**src/inc/lcd_pkg.sv**
```systemverilog
package lcd_pkg;
  // Register byte addresses (chosen)
  localparam logic [7:0] OFF_CMD    = 8'h00;
  localparam logic [7:0] OFF_DATA   = 8'h04;
  localparam logic [7:0] OFF_CFG    = 8'h08;
  localparam logic [7:0] OFF_STATUS = 8'h0c;
  localparam logic [7:0] OFF_PIXQ   = 8'h10;
  localparam logic [7:0] OFF_PIXR   = 8'h14;
  localparam logic [7:0] OFF_SEGQ   = 8'h18;
  localparam logic [7:0] OFF_SEGR   = 8'h1c;

  // Instruction constants
  localparam logic [7:0] CODE_SPACE = 8'h20;
  localparam logic [6:0] ADDR_HOME  = 7'h00;
  localparam int         TEXT_DEPTH = 128;
  localparam int         PAT_DEPTH  = 64;
  localparam int         ICON_DEPTH = 16;
  localparam logic [2:0] LAST_ROW   = 3'h7;
  localparam logic [6:0] ICON_LAST  = 7'h0f;
  localparam int         SEG_N3     = 80;
  localparam int         SEG_MAX    = 100;

  // Execution times at 380 kHz oscillator
  localparam real CLK_MHZ      = 100.0;
  localparam real T_SHORT_US   = 26.3;
  localparam real T_LONG_MS    = 1.08;
  localparam int  CYC_SHORT    = int'(T_SHORT_US * CLK_MHZ);
  localparam int  CYC_LONG     = int'(T_LONG_MS * 1000.0 * CLK_MHZ);

  typedef enum logic [1:0] {
    TGT_TEXT,
    TGT_PAT,
    TGT_ICON
  } target_t;

  typedef struct packed {
    logic incr;
    logic shift;
  } entry_t;

  typedef struct packed {
    logic disp_on;
    logic cursor_on;
    logic blink_on;
  } onoff_t;

  typedef struct packed {
    logic width8;
    logic two_line;
  } func_t;
endpackage : lcd_pkg

```
**src/hw/char_lcd_instruction_decoder.sv**
```systemverilog
`timescale 1ns/1ps
// Notes on behaviour
// - Code bits 2..0 become pattern RAM address bits 5..3, eight patterns.
// - Pattern address bits 2..0 pick the row; row 8 ORed with cursor.
// - Ones in row 8 light pixels regardless of cursor presence.
// - Row pixels come from data bits 4..0, bit 4 leftmost.
// - Codes with bits 7..4 zero fetch a pattern; bit 3 ignored.
// - A pattern bit of one lights the pixel, zero leaves it off.
// - Usable pattern RAM size follows the character ROM option.
// - Order select high: icon address bits map ascending to segments.
// - Order select low: icon mapping reversed, 00H bit 4 highest.
// - Normal instruction set decoded only with extension option high.
// - Clear fills text RAM with 20H, address counter to 00H, long time.
// - Home sets address counter 00H, undoes shift, text kept.
// - Entry mode stores direction and shift for later data accesses.
// - Cursor/display shift moves cursor or display one position.
// - Function set picks bus width and line count.
// - Set pattern address loads 6 bits, targets pattern RAM.
// - Set text address loads 7 bits, targets text RAM.
// - Command read returns busy on bit 7, counter on bits 6..0.
// - Data write stores at counter target then steps counter.
// - Data read returns byte at counter then steps counter.
// - Three-line option picks 80 segments, else 100 segments.
// - Clear also forces entry mode to increment.
module char_lcd_instruction_decoder #(
  parameter int CYC_LONG_P  = lcd_pkg::CYC_LONG,
  parameter int CYC_SHORT_P = lcd_pkg::CYC_SHORT
) (
  input  wire logic        hclk,
  input  wire logic        hresetn,
  input  wire logic        hsel,
  input  wire logic [31:0] haddr,
  input  wire logic [1:0]  htrans,
  input  wire logic        hwrite,
  input  wire logic [2:0]  hsize,
  input  wire logic [31:0] hwdata,
  input  wire logic        hready,
  output logic      [31:0] hrdata,
  output logic             hreadyout,
  output logic             hresp,
  input  wire logic        extension_table_option,
  input  wire logic        segment_order_sel,
  input  wire logic        three_line_option,
  input  wire logic        char_rom_option,
  output logic             busy_flag,
  output logic             disp_on,
  output logic             cursor_on,
  output logic             blink_on,
  output logic             bus_width_sel,
  output logic             two_line
);
  // Straps may move at any time relative to hclk, so every reader sees
  // them only after two flops; a strap change takes effect two clocks late
  // and software should let it settle before relying on it.
  // Option pins are straps from outside: two-stage sync
  logic [3:0] opt_s1_q, opt_s2_q;
  always_ff @(posedge hclk or negedge hresetn) begin
    if (!hresetn) begin
      opt_s1_q <= 4'h0;
      opt_s2_q <= 4'h0;
    end else begin
      opt_s1_q <= {extension_table_option, segment_order_sel,
                   three_line_option, char_rom_option};
      opt_s2_q <= opt_s1_q;
    end
  end
  wire ext_ok   = opt_s2_q[3];
  wire seg_asc  = opt_s2_q[2];
  wire n3       = opt_s2_q[1];
  wire rom_half = opt_s2_q[0];

  // Storage
  logic [7:0] text_q [lcd_pkg::TEXT_DEPTH];
  logic [7:0] pat_q  [lcd_pkg::PAT_DEPTH];
  logic [7:0] icon_q [lcd_pkg::ICON_DEPTH];
  logic [6:0] ac_q, ac_d;
  logic [6:0] shift_q;
  lcd_pkg::target_t tgt_q;
  lcd_pkg::entry_t  entry_q;
  lcd_pkg::onoff_t  onoff_q;
  lcd_pkg::func_t   func_q;
  logic [20:0] busy_cnt_q;
  logic        clearing_q;
  logic [6:0]  clr_idx_q;

  // AHB address phase capture
  logic       dph_q, dwr_q;
  logic [7:0] daddr_q;
  wire  take = hsel & hready & htrans[1];
  always_ff @(posedge hclk or negedge hresetn) begin
    if (!hresetn) begin
      dph_q   <= 1'b0;
      dwr_q   <= 1'b0;
      daddr_q <= 8'h00;
    end else begin
      dph_q   <= take;
      dwr_q   <= hwrite;
      daddr_q <= haddr[7:0];
    end
  end

  // Decode of the data phase
  wire        busy    = busy_cnt_q != 21'h0;
  wire        wr_cmd  = dph_q & dwr_q & (daddr_q == lcd_pkg::OFF_CMD);
  wire        wr_dat  = dph_q & dwr_q & (daddr_q == lcd_pkg::OFF_DATA);
  wire        rd_dat  = dph_q & ~dwr_q & (daddr_q == lcd_pkg::OFF_DATA);
  wire        wr_pix  = dph_q & dwr_q & (daddr_q == lcd_pkg::OFF_PIXQ);
  wire        wr_seg  = dph_q & dwr_q & (daddr_q == lcd_pkg::OFF_SEGQ);
  wire        cmd_go  = wr_cmd & ~busy & ext_ok;
  wire        dat_go  = (wr_dat | rd_dat) & ~busy;
  wire [7:0]  cmd     = hwdata[7:0];
  wire        is_clr  = cmd_go & (cmd == 8'h01);
  wire        is_home = cmd_go & (cmd[7:1] == 7'h01);
  wire        is_ent  = cmd_go & (cmd[7:2] == 6'h01);
  wire        is_onf  = cmd_go & (cmd[7:3] == 5'h01);
  wire        is_shf  = cmd_go & (cmd[7:4] == 4'h1);
  wire        is_fun  = cmd_go & (cmd[7:5] == 3'h1);
  wire        is_pat  = cmd_go & (cmd[7:6] == 2'h1);
  wire        is_txt  = cmd_go & cmd[7];
  wire        long_op = is_clr | is_home;

  // Counter step by entry mode, wrapped to the target's range
  wire [6:0] ac_step = entry_q.incr ? ac_q + 7'h01 : ac_q - 7'h01;
  wire [6:0] ac_wrap = (tgt_q == lcd_pkg::TGT_PAT) ? {1'b0, ac_step[5:0]} :
                       ac_step;
  // Pattern RAM half unused with this ROM option
  wire       pat_ok  = ~rom_half | ~ac_q[5];

  always_comb begin
    ac_d = ac_q;
    if (is_clr | is_home)
      ac_d = lcd_pkg::ADDR_HOME;
    else if (is_shf & ~cmd[3])
      ac_d = cmd[2] ? ac_q + 7'h01 : ac_q - 7'h01;
    else if (is_pat)
      ac_d = {1'b0, cmd[5:0]};
    else if (is_txt)
      ac_d = cmd[6:0];
    else if (dat_go)
      ac_d = ac_wrap;
  end

  // One counter times every command and data access; a new command or data access is
  // only accepted at zero, so a host that ignores busy simply loses it.
  // The long count must exceed the 128-clock clear sweep so the sweep ends before a new access is taken.
  // Control state and busy timing
  always_ff @(posedge hclk or negedge hresetn) begin
    if (!hresetn) begin
      ac_q       <= 7'h00;
      shift_q    <= 7'h00;
      tgt_q      <= lcd_pkg::TGT_TEXT;
      entry_q    <= 2'b10;
      onoff_q    <= 3'b000;
      func_q     <= 2'b10;
      busy_cnt_q <= 21'h0;
      clearing_q <= 1'b0;
      clr_idx_q  <= 7'h00;
    end else begin
      ac_q <= ac_d;
      if (long_op)
        busy_cnt_q <= 21'(CYC_LONG_P);
      else if (cmd_go | dat_go)
        busy_cnt_q <= 21'(CYC_SHORT_P);
      else if (busy)
        busy_cnt_q <= busy_cnt_q - 21'h1;
      if (is_clr) begin
        clearing_q <= 1'b1;
        clr_idx_q  <= 7'h00;
        entry_q.incr <= 1'b1;
      end else if (clearing_q) begin
        clr_idx_q  <= clr_idx_q + 7'h01;
        clearing_q <= clr_idx_q != 7'h7f;
      end
      if (long_op)
        shift_q <= 7'h00;
      else if (is_shf & cmd[3])
        shift_q <= cmd[2] ? shift_q - 7'h01 : shift_q + 7'h01;
      else if (dat_go & wr_dat & entry_q.shift)
        shift_q <= entry_q.incr ? shift_q + 7'h01 : shift_q - 7'h01;
      if (is_ent)
        entry_q <= cmd[1:0];
      if (is_onf)
        onoff_q <= cmd[2:0];
      if (is_fun)
        func_q <= cmd[4:3];
      if (is_pat)
        tgt_q <= lcd_pkg::TGT_PAT;
      else if (is_txt | long_op)
        tgt_q <= lcd_pkg::TGT_TEXT;
    end
  end

  // RAM writes; clear sweeps one text location per clock
  always_ff @(posedge hclk) begin
    if (clearing_q)
      text_q[clr_idx_q] <= lcd_pkg::CODE_SPACE;
    else if (dat_go & wr_dat & (tgt_q == lcd_pkg::TGT_TEXT))
      text_q[ac_q] <= hwdata[7:0];
    if (dat_go & wr_dat & (tgt_q == lcd_pkg::TGT_PAT) & pat_ok)
      pat_q[ac_q[5:0]] <= hwdata[7:0];
    if (wr_seg & ~busy & (ac_q <= lcd_pkg::ICON_LAST))
      icon_q[ac_q[3:0]] <= hwdata[7:0];
  end

  // Pixel query: code, row, cursor flag give five pixel bits
  logic [11:0] pixq_q;
  logic [6:0]  segq_q;
  always_ff @(posedge hclk or negedge hresetn) begin
    if (!hresetn) begin
      pixq_q <= 12'h000;
      segq_q <= 7'h00;
    end else begin
      if (wr_pix)
        pixq_q <= hwdata[11:0];
      if (wr_seg)
        segq_q <= hwdata[14:8];
    end
  end
  wire [7:0] q_code  = pixq_q[7:0];
  wire [2:0] q_row   = pixq_q[10:8];
  wire       q_cur   = pixq_q[11];
  wire       q_user  = q_code[7:4] == 4'h0;
  wire [5:0] q_paddr = {q_code[2:0], q_row};
  wire [4:0] q_row_d = pat_q[q_paddr][4:0];
  wire       q_curow = q_cur & (q_row == lcd_pkg::LAST_ROW);
  wire [4:0] q_pix   = q_user ? (q_row_d | {5{q_curow}}) : 5'h00;

  // With 100 segments, segments 1..20 and 81..100 share the first four icon
  // bytes, so one icon bit lights two segments; software must accept the
  // pairing, as the icon store holds only sixteen bytes.
  // Segment query: segment number 1..N to icon address and bit
  wire [6:0] seg_n   = n3 ? 7'(lcd_pkg::SEG_N3) :
                            7'(lcd_pkg::SEG_MAX);
  wire [6:0] s0      = segq_q - 7'h01;
  wire [6:0] s_fold  = (~n3 & (s0 >= 7'd80)) ? s0 - 7'd80 : s0;
  wire [6:0] s_rev   = (n3 ? 7'd79 : 7'd99) - s0;
  wire [6:0] s_rfold = (~n3 & (s_rev >= 7'd80)) ? s_rev - 7'd80 : s_rev;
  wire [6:0] s_idx   = seg_asc ? s_fold : s_rfold;
  wire [3:0] s_addr  = 4'(s_idx / 7'd5);
  wire [2:0] s_bit   = 3'(7'd4 - (s_idx % 7'd5));
  wire       s_valid = (segq_q != 7'h00) & (segq_q <= seg_n);
  wire       s_on    = s_valid & icon_q[s_addr][s_bit];

  // Read mux
  wire [7:0] ram_rd  = (tgt_q == lcd_pkg::TGT_PAT) ? pat_q[ac_q[5:0]] :
                       text_q[ac_q];
  wire       rd_next = take & ~hwrite;
  wire [7:0] ra      = haddr[7:0];
  wire [31:0] rd_mux =
    (ra == lcd_pkg::OFF_CMD)    ? {24'h0, busy, ac_q} :
    (ra == lcd_pkg::OFF_DATA)   ? {24'h0, ram_rd} :
    (ra == lcd_pkg::OFF_CFG)    ? {24'h0, 1'b0, onoff_q, func_q, entry_q} :
    (ra == lcd_pkg::OFF_STATUS) ? {25'h0, shift_q} :
    (ra == lcd_pkg::OFF_PIXR)   ? {27'h0, q_pix} :
    (ra == lcd_pkg::OFF_SEGR)   ? {31'h0, s_on} : 32'h0;

  // Outputs from flops; zero-wait OKAY slave
  always_ff @(posedge hclk or negedge hresetn) begin
    if (!hresetn) begin
      hrdata        <= 32'h0;
      busy_flag     <= 1'b0;
      disp_on       <= 1'b0;
      cursor_on     <= 1'b0;
      blink_on      <= 1'b0;
      bus_width_sel <= 1'b1;
      two_line      <= 1'b0;
    end else begin
      if (rd_next)
        hrdata <= rd_mux;
      busy_flag     <= busy;
      disp_on       <= onoff_q.disp_on;
      cursor_on     <= onoff_q.cursor_on;
      blink_on      <= onoff_q.blink_on;
      bus_width_sel <= func_q.width8;
      two_line      <= func_q.two_line;
    end
  end
  assign hreadyout = 1'b1;
  assign hresp     = 1'b0;

  a_busy_long: assert property (@(posedge hclk) disable iff (!hresetn)
    long_op |=> busy [*8]) else $error("long op not busy");
  a_clr_home: assert property (@(posedge hclk) disable iff (!hresetn)
    is_clr |=> ac_q == 7'h00 && entry_q.incr) else $error("clear");
  a_ignore_busy: assert property (@(posedge hclk) disable iff (!hresetn)
    wr_cmd && busy |=> $stable(entry_q) && $stable(onoff_q))
    else $error("cmd taken while busy");
  a_set_text: assert property (@(posedge hclk) disable iff (!hresetn)
    is_txt |=> ac_q == $past(cmd[6:0]) && tgt_q == lcd_pkg::TGT_TEXT)
    else $error("text addr");
  a_set_pat: assert property (@(posedge hclk) disable iff (!hresetn)
    is_pat |=> ac_q == {1'b0, $past(cmd[5:0])}) else $error("pat");
  a_step_up: assert property (@(posedge hclk) disable iff (!hresetn)
    dat_go && entry_q.incr && tgt_q == lcd_pkg::TGT_TEXT
    |=> ac_q == $past(ac_q) + 7'h01) else $error("step");
  a_pix_rom: assert property (@(posedge hclk) disable iff (!hresetn)
    q_code[7:4] != 4'h0 |-> q_pix == 5'h00) else $error("pix");
  a_pix_cursor: assert property (@(posedge hclk) disable iff (!hresetn)
    q_user && q_curow |-> q_pix == 5'h1f) else $error("cursor");
  a_ext_gate: assert property (@(posedge hclk) disable iff (!hresetn)
    !ext_ok |-> !cmd_go) else $error("ext");

  // Further guards on the instruction decode, the timer and the read path.
  // All but the status read and width output checks look at state one clock after
  // the triggering data phase, which is when the registered state shows the effect.

  // Short operations load the short execution count
  a_busy_short: assert property (@(posedge hclk) disable iff (!hresetn)
    (cmd_go | dat_go) && !long_op |=> busy_cnt_q == 21'(CYC_SHORT_P))
    else $error("short busy count");

  // Data accesses while busy leave the counter where it was
  a_dat_refused: assert property (@(posedge hclk) disable iff (!hresetn)
    (wr_dat || rd_dat) && busy |=> ac_q == $past(ac_q))
    else $error("data taken while busy");

  // Home rewinds the counter and the display shift
  a_home_rewind: assert property (@(posedge hclk) disable iff (!hresetn)
    is_home |=> ac_q == lcd_pkg::ADDR_HOME && shift_q == 7'h00)
    else $error("home rewind");

  // Home starts no sweep, so text contents survive
  a_home_keep: assert property (@(posedge hclk) disable iff (!hresetn)
    is_home |=> !clearing_q) else $error("home clears text");

  // Clear starts the sweep at the first location and targets text
  a_clear_sweep: assert property (@(posedge hclk) disable iff (!hresetn)
    is_clr |=> clearing_q && clr_idx_q == 7'h00 &&
    tgt_q == lcd_pkg::TGT_TEXT) else $error("clear sweep");

  // Entry mode keeps both bits of the instruction
  a_entry_store: assert property (@(posedge hclk) disable iff (!hresetn)
    is_ent |=> entry_q == $past(cmd[1:0]))
    else $error("entry mode");

  // Display control keeps all three enables
  a_onoff_store: assert property (@(posedge hclk) disable iff (!hresetn)
    is_onf |=> onoff_q == $past(cmd[2:0]))
    else $error("display control");

  // Function set keeps width and line count
  a_func_store: assert property (@(posedge hclk) disable iff (!hresetn)
    is_fun |=> func_q == $past(cmd[4:3]))
    else $error("function set");

  // Cursor move steps the counter by one in the chosen direction
  a_cursor_move: assert property (@(posedge hclk) disable iff (!hresetn)
    is_shf && !cmd[3] |=> ac_q == ($past(cmd[2]) ? $past(ac_q) + 7'h01 :
    $past(ac_q) - 7'h01)) else $error("cursor move");

  // Display shift leaves the counter alone
  a_shift_still: assert property (@(posedge hclk) disable iff (!hresetn)
    is_shf && cmd[3] |=> ac_q == $past(ac_q))
    else $error("display shift moved counter");

  // Pattern address switches the target to pattern RAM
  a_pat_target: assert property (@(posedge hclk) disable iff (!hresetn)
    is_pat |=> tgt_q == lcd_pkg::TGT_PAT) else $error("pat target");

  // Status read returns busy over the counter
  a_cmd_read: assert property (@(posedge hclk) disable iff (!hresetn)
    rd_next && ra == lcd_pkg::OFF_CMD |=>
    hrdata[7:0] == {$past(busy), $past(ac_q)})
    else $error("status read");

  // Width output follows the stored width one clock later
  a_width_out: assert property (@(posedge hclk) disable iff (!hresetn)
    ##1 bus_width_sel == $past(func_q.width8))
    else $error("width output");
endmodule : char_lcd_instruction_decoder

```
**config.mk**
```make
export PLATFORM = sky130hd
export DESIGN_NAME = char_lcd_instruction_decoder
export DESIGN_NICKNAME = d
export VERILOG_FILES = /design/src/inc/lcd_pkg.sv /design/src/hw/char_lcd_instruction_decoder.sv
export SDC_FILE = /design/constraint.sdc
export NUM_CORES = 2
export LEC_CHECK = 0
export ABC_AREA = 1
export BUFFER_PORTS_ARGS = -buffer_cell sky130_fd_sc_hd__buf_2
export CAP_MARGIN = 20
export CELL_PAD_IN_SITES_DETAIL_PLACEMENT = 1
export CELL_PAD_IN_SITES_GLOBAL_PLACEMENT = 2
export CORE_ASPECT_RATIO = 0.5
export CORE_MARGIN = 1
export CORE_UTILIZATION = 45
export CTS_CLUSTER_DIAMETER = 50
export DETAILED_ROUTE_END_ITERATION = 6
export PLACE_DENSITY_LB_ADDON = 0.1
export SLEW_MARGIN = 20
export SYNTH_ARGS = -nofsm -noshare
export SYNTH_HDL_FRONTEND = slang
export SYNTH_SLANG_ARGS = --single-unit
export TNS_END_PERCENT = 50
```
**constraint.sdc**
```tcl
create_clock -name hclk -period 9 [get_ports hclk]
set_input_delay 0.9 -clock hclk [delete_from_list [all_inputs] [get_ports hclk]]
set_output_delay 0.9 -clock hclk [all_outputs]
set_load 0.05 [all_outputs]
```
==> reports/metrics.csv <==
metric;value;unit
status;complete, no violations;
max_slew.worst_pin.slew;1.14;ns
crit_end;hrdata[0];
ctsLongestPathBuffers;4;
cts_buffers;168;
cts_root_buffer;clkbuf_16;
r2r_end;hrdata[0];
hold_ws;0.112;ns
io_pins;118;
clk_pin_slew;0.06;ns
clk_latency;0.83;ns
fin_crit_sh;86.9;%
finalCriticalPeriod;7.82;ns
ys_warn_count;0;
finalWeightedCongestion;0.852;
wl_per_cell;30.7;µm
cts_tree;yes;
max_cap_violations;0;
ir_worst_vdd;0.000138;V
portBuffers;46;
first_global_vias;47900;
power.density;220;nW/µm²
cpPeakStageDelay;0.58;ns
startpoint;segq_q[0];
critPathArrivalTime;8.51;ns
leakage;0.0261;µW
synthToLayoutAreaGrowth;10.8;%
cp_max_fo;37;
vias;47400;
dp_hpwl;140;mm
ys_ff_latch;1765;
fmax;128;MHz
drtIter0Drc;5108;
slowest_stage;nand2_2;
track_usage;28.6;%
syn_inst;5321;
drc;0;
ant_nets;0;
grt_pass1_wl;335;mm
synth_area;71400;µm²
finClkSkew;0.0626;ns
core-area;156000;µm²
nets;5431;
layout-drive-gt1-share;8.27;%
floorplan.initialDensity;45.7;%
yosysSeqAreaShare;73.5;%
ys_types;62;
critPathCaptureType;flop;
setup_viol;0;
cts-htree-levels;4;
cts_setup_buffers;0;
synth_edf_count;1664;
r2r_cells;45;
cts.sinks;1765;
rows;102;
slew_headroom;23.5;%
grt_overflow;0;
crit_top_cell;nand3_1;
tns;0;ns
grt_max_degree;111;
firstDrtPassIters;5;
final_max_slew_viol_count;0;
die_h;284;µm
die-area;160000;µm²
setup.reg_to_reg.worst_slack;1.18;ns
hold_viol;0;
min_path_type;in2async;
synth_top_flop_cell;edfxtp_1;
rr_startpoint;segq_q[0];
cp.required;9.69;ns
die_x;566;µm
cts_hold_buf;0;
antenna_found_initial;2;
crit_path_start_kind;flop;
rsz0062_at_grt;no;
via_per_inst;6.29;
cts_resized;0;
syn_avg_cell_area;13.4;µm²
async_reset_ff_share;5.72;%
timing_worst_setup_path_type;reg2reg;
drt-total-wl;231;mm
[stage by stage]
step	std cells	power [µW]	setup WS (ns)	utilization [%]	area [µm²]
floorplan	5345	10100	2.68	-	71500
global placement	7240	10600	1.41	47.4	74000
detailed placement	7241	10700	1.19	47.4	74000
CTS	7533	17500	1.14	50.7	79100
global route	7533	17900	0.340	50.7	79200
finish	7534	17400	1.18	50.7	79200
[per-layer routing]
metal | track usage [%] | share of wire (%)
met1 | 41.5 | 44
met2 | 44.3 | 46
met3 | 4.50 | 6.9
met4 | 8.82 | 3.2
met5 | 0 | 0.0052
[report_power, final]
part | total [µW] | internal [µW] | switching [µW]
combinational | 1480 | 347 | 1130
clock | 6910 | 3780 | 3130
sequential | 9040 | 8990 | 49.8
[worst max-delay path: cells and delay by family (launching register included)]
kind | cells | cell delay, ns
adder cells (fa/ha/maj) | 4 | 1.15
flip-flops | 1 | 0.42
AO/OA/AOI/OAI | 1 | 0.11
buffers and inverters | 5 | 0.90
AND/OR/NAND/NOR | 34 | 4.92
XOR/XNOR | 1 | 0.20
[cells in the final DEF (no fill, tap or decap), types with 9 or more instances in the layout]
cell	synthesis	routed
bufinv_16	0	11
nand4_1	154	154
buf_12	0	9
clkinvlp_4	0	12
a22oi_1	232	232
ha_1	21	21
inv_1	242	238
nor4_1	22	21
nand3_1	348	346
buf_2	6	45
nor2_1	410	392
a22o_1	149	149
clkinv_2	0	20
nor3_1	35	26
clkinv_1	9	51
or2_2	9	9
o2bb2ai_1	10	10
nor3_2	0	9
nand2_2	11	11
o22ai_1	43	43
dfrtp_1	98	96
a41oi_1	32	32
clkbuf_16	0	170
edfxtp_1	1664	1664
o21ai_0	230	230
a21oi_1	136	136
buf_4	32	97
clkbuf_1	235	26
xnor2_1	18	18
nor2_4	1	13
conb_1	2	26
a31oi_1	14	14
o211ai_1	75	75
xor2_1	21	21
a221oi_1	197	197
nand2_1	726	725
[state kept, by name, indices dropped and copies added (netlist names), 8 cells and up]
signal / count
text_q: 1024
pat_q: 512
icon_q: 128
busy_cnt_q: 21
pixq_q: 11
daddr_q: 8
hrdata: 8
[synthesized netlist by cell type (all sizes together), types with 14 or more instances]
| cell | n | area share [%] |
|---|---|---|
| edfxtp | 1664 | 70 |
| nand2 | 738 | 3.9 |
| nor2 | 412 | 2.2 |
| nand3 | 353 | 2.5 |
| inv | 247 | 1.3 |
| clkbuf | 235 | 1.2 |
| o21ai | 234 | 1.6 |
| a22oi | 232 | 2.4 |
| a221oi | 197 | 2.4 |
| nand4 | 154 | 1.3 |
| a22o | 149 | 1.8 |
| a21oi | 136 | 0.95 |
| buf | 100 | 0.79 |
| dfrtp | 98 | 3.4 |
| o211ai | 75 | 0.79 |
| o22ai | 43 | 0.38 |
| nor3 | 35 | 0.25 |
| a41oi | 32 | 0.39 |
| nor4 | 22 | 0.19 |
| xor2 | 22 | 0.28 |
| ha | 21 | 0.37 |
| xnor2 | 18 | 0.22 |
| a31oi | 14 | 0.12 |
[how the worst min path moves through the flow]
stage	slack [ns]	cells after the start	to	from
final	0.11	1	opt_s1_q[1]	hresetn
after CTS	0.10	1	opt_s1_q[1]	hresetn
after detailed placement	0.34	0	opt_s2_q[3]	opt_s1_q[3]
after global placement	0.33	0	opt_s2_q[1]	opt_s1_q[1]
after floorplan	0.33	0	opt_s2_q[0]	opt_s1_q[0]
after global routing	0.14	1	opt_s1_q[2]	hresetn
[cell type report]
| type | instances | area [µm²] |
|---|---|---|
| Timing Repair Buffer | 151 | 1130 |
| Fill cell | 15400 | 77100 |
| Inverter | 256 | 963 |
| Clock inverter | 96 | 793 |
| Antenna cell | 1 | 2.50 |
| Clock buffer | 196 | 4350 |
| Sequential cell | 1765 | 52500 |
| Multi-Input combinational cell | 2989 | 16800 |
| Tap cell | 2080 | 2600 |
[cell families (layout without fill, tap and decap cells)]
logic type	count (synthesis)	count (layout)	synth area share, %
AO/OA/AOI/OAI	1169	1169	11.7
XOR/XNOR	40	40	0.501
adder cells (fa/ha/maj)	22	22	0.396
buffers and inverters	591	699	3.37
flip-flops	1765	1765	73.5
multiplexers	2	2	0.0298
other	2	27	0.0105
AND/OR/NAND/NOR	1730	1730	10.5
(Power assumes the default switching activity.)
